`config.mk`:
```
export PLATFORM = sky130hd
export DESIGN_NAME = asc_ctrl
export DESIGN_NICKNAME = d
export VERILOG_FILES = /design/src/verilog/asc_pkg.sv /design/src/verilog/asc_clk_div.sv /design/src/verilog/asc_code_fmt.sv /design/src/verilog/asc_ctrl.sv
export SDC_FILE = /design/constraint.sdc
export NUM_CORES = 1
export LEC_CHECK = 0
export BUFFER_PORTS_ARGS = -buffer_cell sky130_fd_sc_hd__clkbuf_2
export CAP_MARGIN = 40
export CELL_PAD_IN_SITES_DETAIL_PLACEMENT = 0
export CELL_PAD_IN_SITES_GLOBAL_PLACEMENT = 1
export CORE_MARGIN = 4
export CORE_UTILIZATION = 40
export CTS_CLUSTER_DIAMETER = 60
export DETAILED_ROUTE_END_ITERATION = 7
export PLACE_DENSITY_LB_ADDON = 0.1
export SYNTH_ARGS = -nofsm -noshare
export SYNTH_HDL_FRONTEND = slang
export SYNTH_SLANG_ARGS = --single-unit
```
`constraint.sdc`:
```
create_clock -name clk -period 2.5 [get_ports clk]
set_input_delay 0.25 -clock clk [delete_from_list [all_inputs] [get_ports clk]]
set_output_delay 0.25 -clock clk [all_outputs]
set_load 0.05 [all_outputs]
```
`src/verilog/asc_pkg.sv`:
```
// Purpose: Shared constants and types for the converter sequencer control block
// Assumes: 8-bit register port, registers at their byte offsets
// Notes:   Types and functions carry the asc_ prefix, state names ASC_; other constants do not
package asc_pkg;

  // ----------------------------------------------------------------
  // Register offsets and fields
  // ----------------------------------------------------------------
  localparam logic [7:0] OFS_RES_LO  = 8'h78;
  localparam logic [7:0] OFS_RES_HI  = 8'h79;
  localparam logic [7:0] OFS_CTRL    = 8'h7A;
  localparam logic [7:0] OFS_CTRL_B  = 8'h7B;
  localparam logic [7:0] OFS_SEL     = 8'h7C;

  localparam int CS_EN    = 7;
  localparam int CS_START = 6;
  localparam int CS_ATE   = 5;
  localparam int CS_FLAG  = 4;
  localparam int CS_IE    = 3;
  localparam int SEL_LADJ = 5;

  localparam logic [7:0] RST_SEL    = 8'h00;
  localparam logic [7:0] RST_CTRL   = 8'h00;
  localparam logic [2:0] RST_TRIG   = 3'h0;
  localparam logic [2:0] TRIG_FREE  = 3'h0;

  // ----------------------------------------------------------------
  // Conversion lengths in converter clocks
  // ----------------------------------------------------------------
  localparam logic [4:0] LEN_FIRST  = 5'h19;
  localparam logic [4:0] LEN_NORMAL = 5'h0D;

  localparam logic [9:0] SE_MAX     = 10'h3FF;
  localparam logic [9:0] DIFF_POS   = 10'h1FF;
  localparam logic [9:0] DIFF_NEG   = 10'h200;

  typedef enum logic [0:0] {
    ASC_IDLE = 1'b0,
    ASC_CONV = 1'b1
  } asc_state_t;

  typedef struct packed {
    logic [7:0] addr;
    logic [7:0] wdata;
    logic       wr;
    logic       rd;
  } asc_bus_t;

  typedef struct packed {
    logic       power;
    logic       busy;
    logic [1:0] reference_select;
    logic [4:0] channel_select;
    logic       sample;
  } asc_core_t;

  // Differential codes are 10000..11101; bandgap and ground are single-ended
  function automatic logic asc_is_diff(input logic [4:0] ch);
    asc_is_diff = ch[4] && (ch[4:1] != 4'hF);
  endfunction

endpackage

```
`src/verilog/asc_clk_div.sv`:
```
// Purpose: Converter clock prescaler producing one-cycle ticks
// Assumes: run low holds the counter cleared
// Notes:   Tick is registered, one system clock wide
`timescale 1ns/1ps
module asc_clk_div (
  input  wire logic       clk,
  input  wire logic       rst,
  input  wire logic       ce,
  input  wire logic       run,
  input  wire logic [2:0] div_sel,
  output logic            tick
);

  typedef struct packed {
    logic [6:0] cnt;
    logic       tick;
  } asc_div_st_t;

  asc_div_st_t cur_ff;
  asc_div_st_t nxt_st;
  logic [6:0]  last;

  always_comb begin
    // Codes 000 and 001 both divide by two
    last = (div_sel == 3'h0) ? 7'h01 : 7'((8'h01 << div_sel) - 8'h01);
    nxt_st = cur_ff;
    nxt_st.tick = 1'b0;
    if (!run) begin
      nxt_st.cnt = 7'h00;
    end else if (cur_ff.cnt >= last) begin
      nxt_st.cnt = 7'h00;
      nxt_st.tick = 1'b1;
    end else begin
      nxt_st.cnt = cur_ff.cnt + 7'h01;
    end
  end

  always_ff @(posedge clk) begin
    if (rst) begin
      cur_ff <= '0;
    end else if (ce) begin
      cur_ff <= nxt_st;
    end
  end

  assign tick = cur_ff.tick;

endmodule

```
`src/verilog/asc_code_fmt.sv`:
```
// Purpose: Saturate the raw core code into a 10-bit result
// Assumes: Raw code is a signed count of steps from the core
// Notes:   Purely combinational
`timescale 1ns/1ps
module asc_code_fmt (
  input  wire logic signed [11:0] raw,
  input  wire logic               diff,
  output logic             [9:0]  code
);

  always_comb begin
    if (diff) begin
      if (raw > 12'sh1FF) begin
        code = asc_pkg::DIFF_POS;
      end else if (raw < -12'sh200) begin
        code = asc_pkg::DIFF_NEG;
      end else begin
        code = raw[9:0];
      end
    end else begin
      if (raw < 12'sh000) begin
        code = 10'h000;
      end else if (raw > 12'sh3FF) begin
        code = asc_pkg::SE_MAX;
      end else begin
        code = raw[9:0];
      end
    end
  end

endmodule

```
`src/verilog/asc_ctrl.sv`:
```
// Purpose: Register file and conversion sequencer of the converter control block
// Assumes: Trigger sources and core code are synchronous to clk
// Notes:   Read data stands only in the cycle after the read strobe
`timescale 1ns/1ps
module asc_ctrl (
  input  wire logic                    clk,
  input  wire logic                    rst,
  input  wire logic                    ce,
  input  wire asc_pkg::asc_bus_t       bus,
  output logic [7:0]                   rdata,
  input  wire logic [7:0]              trig_in,
  input  wire logic                    irq_ack,
  input  wire logic                    global_irq_en,
  output logic                         irq_req,
  input  wire logic signed [11:0]      core_raw,
  output asc_pkg::asc_core_t           core
);

  // ----------------------------------------------------------------
  // State
  // ----------------------------------------------------------------
  typedef struct packed {
    logic [7:0]          sel;
    logic                en;
    logic                ate;
    logic                flag;
    logic                ie;
    logic [2:0]          ps;
    logic [2:0]          trig_src;
    asc_pkg::asc_state_t st;
    logic [4:0]          cnt;
    logic [4:0]          len;
    logic                first;
    logic [1:0]          act_ref;
    logic [4:0]          act_ch;
    logic [9:0]          result;
    logic                lock;
    logic                trig_prev;
    logic [7:0]          rdata;
  } asc_ctrl_st_t;

  asc_ctrl_st_t cur_ff;
  asc_ctrl_st_t nxt_st;

  logic       tick;
  logic [9:0] fmt_code;
  logic       wr_ctrl;
  logic       wr_sel;
  logic       wr_trig;
  logic       rd_lo;
  logic       rd_hi;
  logic       trig_lvl;
  logic       trig_edge;
  logic       sw_start;
  logic       done;
  logic       free_run;
  logic       ladj;

  asc_clk_div u_div (
    .clk     (clk),
    .rst     (rst),
    .ce      (ce),
    .run     (cur_ff.en),
    .div_sel (cur_ff.ps),
    .tick    (tick)
  );

  asc_code_fmt u_fmt (
    .raw  (core_raw),
    .diff (asc_pkg::asc_is_diff(cur_ff.act_ch)),
    .code (fmt_code)
  );

  // ----------------------------------------------------------------
  // Read helpers
  // ----------------------------------------------------------------
  function automatic logic [7:0] res_byte(input logic [9:0] r, input logic left, input logic hi);
    logic [7:0] b;
    b = 8'h00;
    if (left) begin
      b = hi ? r[9:2] : {r[1:0], 6'h00};
    end else begin
      b = hi ? {6'h00, r[9:8]} : r[7:0];
    end
    return b;
  endfunction

  // ----------------------------------------------------------------
  // Decode
  // ----------------------------------------------------------------
  always_comb begin
    wr_ctrl = bus.wr && (bus.addr == asc_pkg::OFS_CTRL);
    wr_sel  = bus.wr && (bus.addr == asc_pkg::OFS_SEL);
    wr_trig = bus.wr && (bus.addr == asc_pkg::OFS_CTRL_B);
    rd_lo   = bus.rd && (bus.addr == asc_pkg::OFS_RES_LO);
    rd_hi   = bus.rd && (bus.addr == asc_pkg::OFS_RES_HI);
    ladj    = cur_ff.sel[asc_pkg::SEL_LADJ];
    free_run = cur_ff.ate && (cur_ff.trig_src == asc_pkg::TRIG_FREE);
    // Free running feeds no level, so leaving it never hides an edge and entering it makes none
    trig_lvl = (cur_ff.trig_src == asc_pkg::TRIG_FREE) ? 1'b0 : trig_in[cur_ff.trig_src];
    trig_edge = cur_ff.ate && trig_lvl && !cur_ff.trig_prev;
    sw_start = wr_ctrl && bus.wdata[asc_pkg::CS_START];
    done = (cur_ff.st == asc_pkg::ASC_CONV) && tick && (cur_ff.cnt == cur_ff.len - 5'h01);
  end

  // ----------------------------------------------------------------
  // Next state
  // ----------------------------------------------------------------
  always_comb begin
    logic en_next;
    logic start;
    en_next = cur_ff.en;
    start = 1'b0;
    nxt_st = cur_ff;
    nxt_st.trig_prev = trig_lvl;

    // Register writes
    if (wr_sel) begin
      nxt_st.sel = bus.wdata;
    end
    if (wr_trig) begin
      nxt_st.trig_src = bus.wdata[2:0];
    end
    if (wr_ctrl) begin
      en_next = bus.wdata[asc_pkg::CS_EN];
      nxt_st.en  = en_next;
      nxt_st.ate = bus.wdata[asc_pkg::CS_ATE];
      nxt_st.ie  = bus.wdata[asc_pkg::CS_IE];
      nxt_st.ps  = bus.wdata[2:0];
    end

    // Flag clear by write-one or acknowledge; a same-cycle completion wins below
    if ((wr_ctrl && bus.wdata[asc_pkg::CS_FLAG]) || irq_ack) begin
      nxt_st.flag = 1'b0;
    end

    // Sequencer
    unique case (cur_ff.st)
      asc_pkg::ASC_IDLE: begin
        start = en_next && (sw_start || trig_edge);
      end
      asc_pkg::ASC_CONV: begin
        if (tick) begin
          nxt_st.cnt = cur_ff.cnt + 5'h01;
        end
        if (done) begin
          nxt_st.st = asc_pkg::ASC_IDLE;
          nxt_st.flag = 1'b1;
          // A pending low-byte read holds the pair; this result is dropped
          if (!cur_ff.lock) begin
            nxt_st.result = fmt_code;
          end
          start = en_next && (free_run || trig_edge);
        end
      end
    endcase

    if (start) begin
      nxt_st.st = asc_pkg::ASC_CONV;
      nxt_st.cnt = 5'h00;
      nxt_st.len = cur_ff.first ? asc_pkg::LEN_FIRST : asc_pkg::LEN_NORMAL;
      nxt_st.first = 1'b0;
      // Selection is latched here so later writes wait for the next conversion
      nxt_st.act_ref = wr_sel ? bus.wdata[7:6] : cur_ff.sel[7:6];
      nxt_st.act_ch  = wr_sel ? bus.wdata[4:0] : cur_ff.sel[4:0];
    end

    if (!en_next) begin
      nxt_st.st = asc_pkg::ASC_IDLE;
      nxt_st.cnt = 5'h00;
      nxt_st.first = 1'b1;
    end

    // Result pair lock
    if (rd_lo) begin
      nxt_st.lock = 1'b1;
    end else if (rd_hi) begin
      nxt_st.lock = 1'b0;
    end

    // Read data, one cycle after the strobe
    nxt_st.rdata = 8'h00;
    if (bus.rd) begin
      unique case (bus.addr)
        asc_pkg::OFS_RES_LO: nxt_st.rdata = res_byte(cur_ff.result, ladj, 1'b0);
        asc_pkg::OFS_RES_HI: nxt_st.rdata = res_byte(cur_ff.result, ladj, 1'b1);
        asc_pkg::OFS_CTRL: begin
          nxt_st.rdata = {cur_ff.en, cur_ff.st == asc_pkg::ASC_CONV, cur_ff.ate,
                          cur_ff.flag, cur_ff.ie, cur_ff.ps};
        end
        asc_pkg::OFS_CTRL_B: nxt_st.rdata = {5'h00, cur_ff.trig_src};
        asc_pkg::OFS_SEL: nxt_st.rdata = cur_ff.sel;
        default: nxt_st.rdata = 8'h00;
      endcase
    end
  end

  always_ff @(posedge clk) begin
    if (rst) begin
      cur_ff <= '0;
      cur_ff.sel <= asc_pkg::RST_SEL;
      cur_ff.trig_src <= asc_pkg::RST_TRIG;
      cur_ff.first <= 1'b1;
      cur_ff.len <= asc_pkg::LEN_FIRST;
      cur_ff.st <= asc_pkg::ASC_IDLE;
    end else if (ce) begin
      cur_ff <= nxt_st;
    end
  end

  // ----------------------------------------------------------------
  // Outputs
  // ----------------------------------------------------------------
  assign rdata   = cur_ff.rdata;
  assign irq_req = cur_ff.flag && cur_ff.ie && global_irq_en;

  always_comb begin
    core.power            = cur_ff.en;
    core.busy             = cur_ff.st == asc_pkg::ASC_CONV;
    core.reference_select = cur_ff.act_ref;
    core.channel_select   = cur_ff.act_ch;
    core.sample           = done;
  end

endmodule

```
Word-level counts from Yosys, hierarchy flattened
Cells that the tools add are included.
{ "word_totals": {"reg_bits": 65, "latchBits": 0, "ramBits": 0, "mem_bits_ro": 0, "in_bits": 43, "out_inout_bits": 19, "word_cells": 108, "n_memories": 0} }
{ "classes": {"addsub": 4, "multipliers": 0, "div": 0, "magnitude_cmp": 6, "eq_ne": 10, "shift": 1, "muxes": 34, "n_bitwise": 2, "reduce_logical": 32} }
{ "ops": {"columns": ["op", "count"], "rows": [
  ["$mux W10", 5],
  ["$eq A8 B7 Y1 const B", 5],
  ["$pmux W8 S5", 1],
  ["$mux W8", 3],
  ["$mux W7", 3],
  ["$mux W19", 1],
  ["$logic_and A1 B1 Y1", 17],
  ["$mux W5", 3],
  ["$mux W1", 13],
  ["$gt A12 B10 Y1 const B", 1],
  ["$gt A12 B11 Y1 const B", 1],
  ["$lt A12 B1 Y1 const B", 1],
  ["$lt A12 B10 Y1 const B", 1],
  ["$mux W6", 2],
  ["$reduce_and A2 Y1", 6],
  ["$add A7 B1 Y7 const B", 1],
  ["$ge A7 B7 Y1", 1],
  ["$shl A1 B3 Y7 const A", 1],
  ["$sub A7 B1 Y7 const B", 1],
  ["$logic_not A3 Y1", 2],
  ["$add A5 B1 Y5 const B", 1],
  ["$eq A5 B5 Y1", 1],
  ["$sub A5 B1 Y5 const B", 1],
  ["$lt A3 B4 Y1 const B", 1],
  ["other kinds (13)", 16]
]} }

Longest topological paths before layout
Gate-level depths: netlist of the first run.
{ "depth": {"depth_word": 11, "ltp_mapped": 9, "ltp_nobuf": 8} }

Modules after synthesis
From an unflattened synthesis of the first run, not the netlist that was laid out.
{ "hier_totals": {"hier_cells": 455, "hier_area_um2": 3920.0} }
{ "modules_own_cells": {"columns": ["mod", "instances", "cells_each", "area_per_inst_um2", "seq_area_each_um2"], "rows": [
  ["asc_ctrl", 1, 346, 3017.9, 1081.0],
  ["asc_clk_div", 1, 74, 675.6, 160.2],
  ["asc_code_fmt", 1, 35, 226.5, 0.0]
]} }

Worst setup path before layout of the first run
OpenSTA, ideal clock, no wires.
{ "synth_path": {"kind": "register to register", "from": "register cur_ff[44] (netlist name)", "to": "register u_div.cur_ff, in the netlist u_div.tick", "setup_ns": 0.128, "arrival_time_ns": 1.820, "required_ns": 2.372, "setup_slack_ns": 0.553, "stages_incl_launch_ff": 10, "n_path_buf": 1, "synth_period_minus_slack_ns": 1.947, "cell_sequence": "dfxtp_1 clkbuf_1 nor2_1 ha_1 a21o_1 a21oi_1 o21ai_0 a31oi_1 a2bb2oi_1 nor2_1"} }
{ "synth_via": {"elab_chain_cells": 6, "elab_cells_between_ends": 7, "cone_classes": "1 x add/sub; 1 x order compare; 1 x shift; 3 x mux; 1 x reduce/logical"} }
{ "synth_lines": {"columns": ["item", "line", "source"], "rows": [
  ["start, declared", "asc_ctrl.sv:42", "asc_ctrl_st_t cur_ff;"],
  ["start signal, assigned", "asc_ctrl.sv:207", "cur_ff <= nxt_st;"],
  ["$shl A1 B3 Y7", "asc_clk_div.sv:25", "last = (div_sel == 3'h0) ? 7'h01 : 7'((8'h01 << div_sel) - 8'h01);"],
  ["$sub A7 B1 Y7", "asc_clk_div.sv:25", null],
  ["$mux W7 (*)", "asc_clk_div.sv:25", null],
  ["$ge A7 B7 Y1 (*)", "asc_clk_div.sv:30", "end else if (cur_ff.cnt >= last) begin"],
  ["$mux W1 (*)", "asc_clk_div.sv:30", null],
  ["$mux W1 (*)", "asc_clk_div.sv:28", "if (!run) begin"],
  ["end signal, assigned", "asc_clk_div.sv:42", "cur_ff <= nxt_st;"],
  ["end, declared", "asc_clk_div.sv:19", "asc_div_st_t cur_ff;"]
]} }
Every way passes the cells marked *; elsewhere a longest branch is shown, timed or not.
A chain may end at the register's enable or synchronous reset.

Final worst setup path of the first run
{ "layout_path": {"from": "register cur_ff, in the netlist core[8]", "to": "register cur_ff[19] (netlist name)"} }
{ "layout_via": {"elab_chain_cells": 3} }
{ "layout_lines": {"columns": ["item", "line", "source"], "rows": [
  ["$logic_and A1 B1 Y1 (2 in series)", "asc_ctrl.sv:103", "done = (cur_ff.st == asc_pkg::ASC_CONV) && tick && (cur_ff.cnt == cur_ff.len - 5'h01);"],
  ["$reduce_and A4 Y1 (no source line) (*)", null, null]
]} }
Marks and branches as above.

==> results of run 1 <==
## synthesized netlist by cell type (2+ instances only)
cell       count  area share
buf_4         18       0.038
nand2b_1       5      0.0089
nand4_1        3      0.0053
nor2b_1        4      0.0071
nor2_1        47       0.050
a32oi_1        3      0.0074
nand3_1       27       0.038
nand2_1       56       0.060
a21oi_1       25       0.035
a311oi_1       7       0.017
a22oi_1        4      0.0085
or2_2          2      0.0035
nor3_1         4      0.0057
o211ai_1       9       0.019
nand3b_1       2      0.0043
a22o_1         2      0.0050
dfxtp_1       62        0.35
clkbuf_1      14       0.015
a32o_1         3      0.0085
clkbuf_8       3       0.012
or4_1          3      0.0064
o21a_1         2      0.0043
buf_6          3      0.0096
nor3b_1        3      0.0064
a2bb2oi_1      3      0.0074
mux2i_1       22       0.062
and3_1         5      0.0089
xor2_1         3      0.0074
inv_1         11       0.012
nor4_1         3      0.0053
a221oi_1       5       0.012
ha_1           9       0.032
o21ai_0       20       0.028
buf_2          4      0.0057
mux2_2         2      0.0064
o2bb2ai_1      5       0.012
## placed cells by master, fill, tap and decap left out, types with 2 or more instances in the layout
| cell type | n |
|---|---|
| or4_1 | 3 |
| nor3b_1 | 3 |
| or2_2 | 2 |
| clkbuf_2 | 60 |
| a311oi_1 | 7 |
| o21a_1 | 2 |
| and3_1 | 5 |
| nand3_1 | 27 |
| a22oi_1 | 4 |
| a21oi_1 | 25 |
| nand3b_1 | 2 |
| xor2_1 | 3 |
| a221oi_1 | 5 |
| mux2i_1 | 22 |
| o2bb2ai_1 | 5 |
| o21ai_0 | 20 |
| nand2_1 | 56 |
| clkbuf_8 | 10 |
| clkinv_2 | 2 |
| o211ai_1 | 9 |
| nor3_1 | 4 |
| inv_1 | 11 |
| dfxtp_1 | 62 |
| nor4_1 | 3 |
| nor2_1 | 47 |
| bufinv_16 | 2 |
| a22o_1 | 2 |
| clkbuf_1 | 2 |
| nand4_1 | 3 |
| a32oi_1 | 3 |
| mux2_2 | 2 |
| a2bb2oi_1 | 3 |
| ha_1 | 9 |
| buf_4 | 12 |
| nor2b_1 | 4 |
| a32o_1 | 3 |
| nand2b_1 | 5 |
## per-stage QoR
step	power [uW]	util	hold slack, ns	instance area [sq um]
final	2100	0.463	0.167	4000
after global routing	2170	0.463	0.204	4000
after CTS	2130	0.460	0.161	3970
after detailed placement	1130	0.435	0.454	3750
after global placement	1130	0.435	0.445	3750
after floorplan	1070	-	0.394	3530
## final cells by class
cell class                      count  area, sq um
Clock buffer                       12          145
Inverter                           11         41.3
Fill cell                         912         4640
Sequential cell                    62         1240
Timing Repair Buffer               73          410
Multi-Input combinational cell    311         1950
Tap cell                          108          135
Clock inverter                      4         70.1
## critical path: stages, from the launching register on
cell and delay (ns):
dfxtp_1 0.47, nand2_1 0.12, nor4_2 0.50, nand2_1 0.24
or2_2 0.43, a311oi_1 0.27, nor3_1 0.08
## logic make-up (layout without fill, tap and decap cells)
kind of cell             Yosys count  in the layout
AND/OR/NAND/NOR                  175            175
XOR/XNOR                           3              3
flip-flops                        62             62
AO/OA/AOI/OAI                     99             99
multiplexers                      25             25
buffers and inverters             54            100
adder cells (fa/ha/maj)            9              9
## path summary, 6_finish.rpt
| path | slack (ns) | endpoint | start | cells after the start |
|---|---|---|---|---|
| worst min-delay path | 0.17 | cur_ff[47]$_SDFFE_PP0P_ | bus[7] | 3 |
| worst max register to register | 0.27 | cur_ff[19]$_SDFFE_PP0P_ | core[8]$_SDFFE_PP0P_ | 6 |
| worst max-delay path | 0.27 | cur_ff[19]$_SDFFE_PP0P_ | core[8]$_SDFFE_PP0P_ | 6 |
| worst min register to register | 0.46 | rdata[2]$_SDFFE_PP0P_ | rdata[2]$_SDFFE_PP0P_ | 2 |
## registers in the layout, summed over array words and instances (netlist names)
register and flops:
cur_ff 37, core 9, rdata 8, u_div.cur_ff 7, u_div.tick 1
## timing repair
action / in CTS / in global routing
setup endpoints to repair: 0 / 3
buffers inserted: 0 / 2
endpoints found under the hold margin: 0 / 0
## power by group
group | switching, uW | total [uW] | leakage (uW) | internal [uW]
clock | 402 | 988 | 0.000110 | 586
combinational | 79.2 | 124 | 0.000947 | 45.0
sequential | 0.293 | 988 | 0.000499 | 987
## metal layers
metal	global-route usage	vias to the layer above	share of wire
met4	0.0515	0	0.012
met2	0.288	69	0.44
met3	0.0382	11	0.044
met5	0	-	0
li1	-	1602	-
met1	0.266	1485	0.50
==> impl_results.md, run 1 <==
* Warnings from Yosys at 0
* Hold Fails Final Rpt at 0
* Crit path arrival time at 2.45 ns
* #FFs+latches synth at 62
* Num CTS Buffers at 9
* Mux contribution to synthesized area at 0.0752
* Sequential area share after synthesis at 0.352
* CTS Root Cell: clkbuf_8
* Slew headroom at 0.656
* Resize count post-CTS at 0
* Post-synth EDFFs at 0
* Clock sinks at 62
* Status: complete, no violations
* Net Count, Synth at 479
* Peak VDD IR at 218 uV
* Fmax at 448 MHz
* Worst-path fanout max at 10
* DR vias at 3167
* Die ar. at 10400 sq um
* # H-tree levels at 3
* Ratio of cells with drive above 1 in the final layout at 0.211
* Antenna Nets Post-Route at 0
* # diodes at 0
* Nets@finish at 520
* Max Cap Viol at 0
* DRC violations left at 0
* Die span in x at 102 um
* Adder-cell share of the synthesized area at 0.0319
* Fin Setup TNS at 0 ns
* Hold-fix buffers at CTS at 0
* GR Overflow Total at 0
* GPL Wtd Cong at 0.871
* Tightest Hold Check Type: in -> reg
* Xor and xnor area share after synthesis at 0.00745
* TritonCTS clock tree: yes
* Cell area after synthesis at 3530 sq um
* Element type at the critical path start: flop
* RSZ-0062 raised after global routing: no
* # port buffers at 60
* Post-Synth Simple-Gate Area at 0.239
* Post-synthesis compound-gate area fraction at 0.200
* Synthesized instance count at around 430
* Worst path required time at 2.72 ns
* Clk_lat worst skew at 0.35 ns
* P_leak at 0.00156 uW
* Via/cell ratio at 5.45
* Synth cell types at 60
* Pre-CTS setup slack at 0.179 ns
* Final setup fails at 0
* First-pass GRT wire length at 15.2 mm
* Drt total wl at ~9.4 mm
* Final WS setup at 0.269 ns
* Final non-filler cell total at 581
* Initial Util at 0.409
* Min Clock Period, post-route at ~2.2 ns
* Wire length per cell at ~16 um
* Initial antenna violation count at 0
* Final cycle utilization of the critical path at 0.892
* Main combinational cell family by area after synthesis: simple AND/OR/NAND/NOR gates
* DP Wirelength at 7.04 mm
* Avg Cell Area, Syn at a little over 8 sq um
* CP endpoint kind: flop
* Skew final at ~0.018 ns
* Die span in y at 102 um
* All-Layer GR Usage at 0.187
* Slew Limit Fails at 0
* Clock transition at the registers of the reported paths at 0.08 ns
* Starting DRC count in detailed routing at 142
* Crit path kind: reg -> reg
* Area delta synth->final at 13.3%
* Top FF cell, synth: dfxtp_1
* Power per Cell Area at 525 nW/um^2
* First drt pass iteration count at 4
* Core ar. at between 8000 and 9000 sq um
* Num rows at 34
* Largest net degree at the start of global routing at 35
* Ports at 62
* Async S/R FF share, synth at 0
* Slew @ Worst Pin at 0.514 ns
* Dpl cells at 563
* Vias in the first global route at 3061
* Maximum buffer depth of the clock tree at 2
Note: power is estimated with default switching activity, not from simulation.
==> run 2: changes to the inputs <==
--- a/config.mk
+++ b/config.mk
@@ -6,7 +6,6 @@
 export NUM_CORES = 1
 export LEC_CHECK = 0
 export BUFFER_PORTS_ARGS = -buffer_cell sky130_fd_sc_hd__clkbuf_2
-export CAP_MARGIN = 40
 export CELL_PAD_IN_SITES_DETAIL_PLACEMENT = 0
 export CELL_PAD_IN_SITES_GLOBAL_PLACEMENT = 1
 export CORE_MARGIN = 4
@@ -16,4 +15,5 @@
 export PLACE_DENSITY_LB_ADDON = 0.1
 export SYNTH_ARGS = -nofsm -noshare
 export SYNTH_HDL_FRONTEND = slang
+export SYNTH_HIERARCHICAL = 1
 export SYNTH_SLANG_ARGS = --single-unit
==> run 2 against run 1 <==
Net effect: utilization grew 0.13 points; clock-buffer cell count shrank 3; non-clock buffer count shrank 6; hold slack gained 0.0018 ns.
==> impl_results.md, run 2 <==
* DP Wirelength at 7.90 mm
* First drt pass iteration count at 5
* GPL Wtd Cong at just over 0.8
* Die ar. at 11400 sq um
* Vias in the first global route at 3160
* DR vias at approximately 3400
* Async S/R FF share, synth at 0
* Top FF cell, synth: dfxtp_1
* Max Cap Viol at 0
* Fin Setup TNS at 0 ns
* # port buffers at 60
* Slew @ Worst Pin at ~0.52 ns
* Clock sinks at 62
* Avg Cell Area, Syn at ~8.6 sq um
* Worst path required time at ~2.7 ns
* Initial Util at 0.418
* Post-synth EDFFs at 0
* #FFs+latches synth at 62
* Warnings from Yosys at 6
* Min Clock Period, post-route at 2.20 ns
* # diodes at 0
* GR Overflow Total at 0
* Synthesized instance count at 455
* Synth top area cells: dfxtp_1, mux2i_1, nor2_1
* Clock transition at the registers of the reported paths at about 0.080 ns
* Met1 Usage GRT at 0.291
* Initial antenna violation count at 0
* Post-synth top area cell: dfxtp_1
* Cell area after synthesis at between 3000 and 4000 sq um
* Commonest cells after routing, fill and taps aside: dfxtp_1, clkbuf_2, nor2_1
* Starting DRC count in detailed routing at 156
* Die span in x at approximately 110 um
* Synth cell types at 73
* Core ar. at 9370 sq um
* Post-CTS setup repair buffer count at 0
* Largest Register: cur_ff
* GR Util met3 at 0.0265
* CTS Root Cell: clkbuf_8
* Sequential area share after synthesis at 0.317
* Wire length per cell at 16.7 um
* Element type at the critical path start: flop
* Net Count, Synth at 507
* Largest register FFs at 37
* Area delta synth->final at 10.9%
* RSZ-0062 raised after global routing: no
* DRC violations left at 0
* Clk_lat worst skew at roughly 0.34 ns
* Most common cell after layout, fill and taps aside: dfxtp_1
* Final cycle utilization of the critical path at 0.882
* Skew final at 0.00805 ns
* Final setup fails at 0
* Maximum buffer depth of the clock tree at 2
* Drt total wl at 10.4 mm
* GRT met2 Usage at 0.251
* # H-tree levels at 3
* Resize count post-CTS at 0
* Status: complete, no violations
* Via/cell ratio at 5.50
* Power per Cell Area at 464 nW/um^2
* CP endpoint kind: flop
* Final WS setup at 0.296 ns
* Largest net degree at the start of global routing at 51
* First-pass GRT wire length at 16.7 mm
* Tightest Hold Check Type: in -> reg
* Antenna Nets Post-Route at 0
* Placed Area at 4150 sq um
* Ratio of cells with drive above 1 in the final layout at 0.243
* Hold Fails Final Rpt at 0
* Crit path arrival time at ~2.4 ns
* Fmax at 454 MHz
* Num CTS Buffers at 9
* Hold-fix buffers at CTS at 0
* Count leader, synth: dfxtp_1
* Gr busiest metal: met1
* P_leak at 0.00170 uW
* Pre-CTS setup slack at 0.302 ns
* Slew Limit Fails at 0
* TritonCTS clock tree: yes
* Worst-path fanout max at 8
* Peak VDD IR at ~190 uV
* All-Layer GR Usage at 0.184
* Design area at 4350 sq um
* Crit path kind: reg -> reg
* Post-synth top cells: dfxtp_1, nor2_1, mux2i_1
* Nets@finish at 541
* Die span in y at 107 um
* Top cell type's share of synthesized area at 0.317
* FILL cells at 1005
* Ports at 62
* Num rows at 35
* Slew headroom at 0.652
## run 2: cell types whose count changed in the layout (fill, tap and decap cells not counted), moves of 8 or more
cell / previous run / this run
nand2_1: 56 / 29
mux2i_1: 22 / 30
o21ai_0: 20 / 10
nand4_1: 3 / 16
a21oi_1: 25 / 17
mux2_2: 2 / 10
o22ai_1: 0 / 10
## run 2: stage by stage
step / total power, uW / hold slack [ns] / utilization / std cells
floorplan: 1090 / 0.394 / - / 455
global placement: 1150 / 0.438 / 0.443 / 607
detailed placement: 1160 / 0.446 / 0.443 / 607
CTS: 2050 / 0.155 / 0.464 / 623
global route: 2110 / 0.182 / 0.464 / 623
finish: 2020 / 0.169 / 0.464 / 623
## run 2: critical path, stage by stage, from the launching register on
cell     delay (ns)
dfxtp_1        0.45
mux2_2         0.36
a221o_1        0.40
o211a_2        0.18
o21ai_4        0.33
mux2_2         0.38
## run 2: per-layer routing
layer  wire length, um  vias to the layer above
li1                  -                     1737
met1              5510                     1583
met2              4330                       93
met3               436                       12
met4               125                        0
met5                 0                        -
## run 2: report_power, final
| part | total (uW) | internal (uW) | switching [uW] |
|---|---|---|---|
| Sequential | 987 | 987 | 0.322 |
| Clock | 885 | 463 | 422 |
| Combinational | 148 | 54.2 | 93.5 |
## run 2: cells by family (layout without fill, tap and decap cells)
group / Yosys count / count (layout) / share of synthesized area
AO/OA/AOI/OAI: 99 / 99 / 0.189
XOR/XNOR: 4 / 4 / 0.00894
adder cells (fa/ha/maj): 9 / 9 / 0.0287
buffers and inverters: 57 / 96 / 0.0846
flip-flops: 62 / 62 / 0.317
multiplexers: 40 / 40 / 0.105
AND/OR/NAND/NOR: 184 / 184 / 0.267
## run 2: final cells by class
type / count / area [sq um] / share of cell area
tap: 129 / 161 / 0.0371
timing repair buffer: 67 / 353 / 0.0811
clock buffer: 9 / 124 / 0.0285
clock inverter: 7 / 73.8 / 0.0170
multi-input combinational: 336 / 2350 / 0.540
inverter: 13 / 48.8 / 0.0112
sequential: 62 / 1240 / 0.285
## run 2: path summary, 6_finish.rpt
| check | startpoint | end | slack, ns | cells past startpoint |
|---|---|---|---|---|
| hold / removal | bus[7] | cur_ff[54]$_SDFFE_PP0P_ | 0.17 | 3 |
| hold reg to reg | rdata[4]$_SDFFE_PP0P_ | rdata[4]$_SDFFE_PP0P_ | 0.45 | 2 |
| setup / recovery | cur_ff[40]$_SDFFE_PP0P_ | core[4]$_SDFFE_PP0P_ | 0.30 | 5 |
| setup reg to reg | cur_ff[40]$_SDFFE_PP0P_ | core[4]$_SDFFE_PP0P_ | 0.30 | 5 |
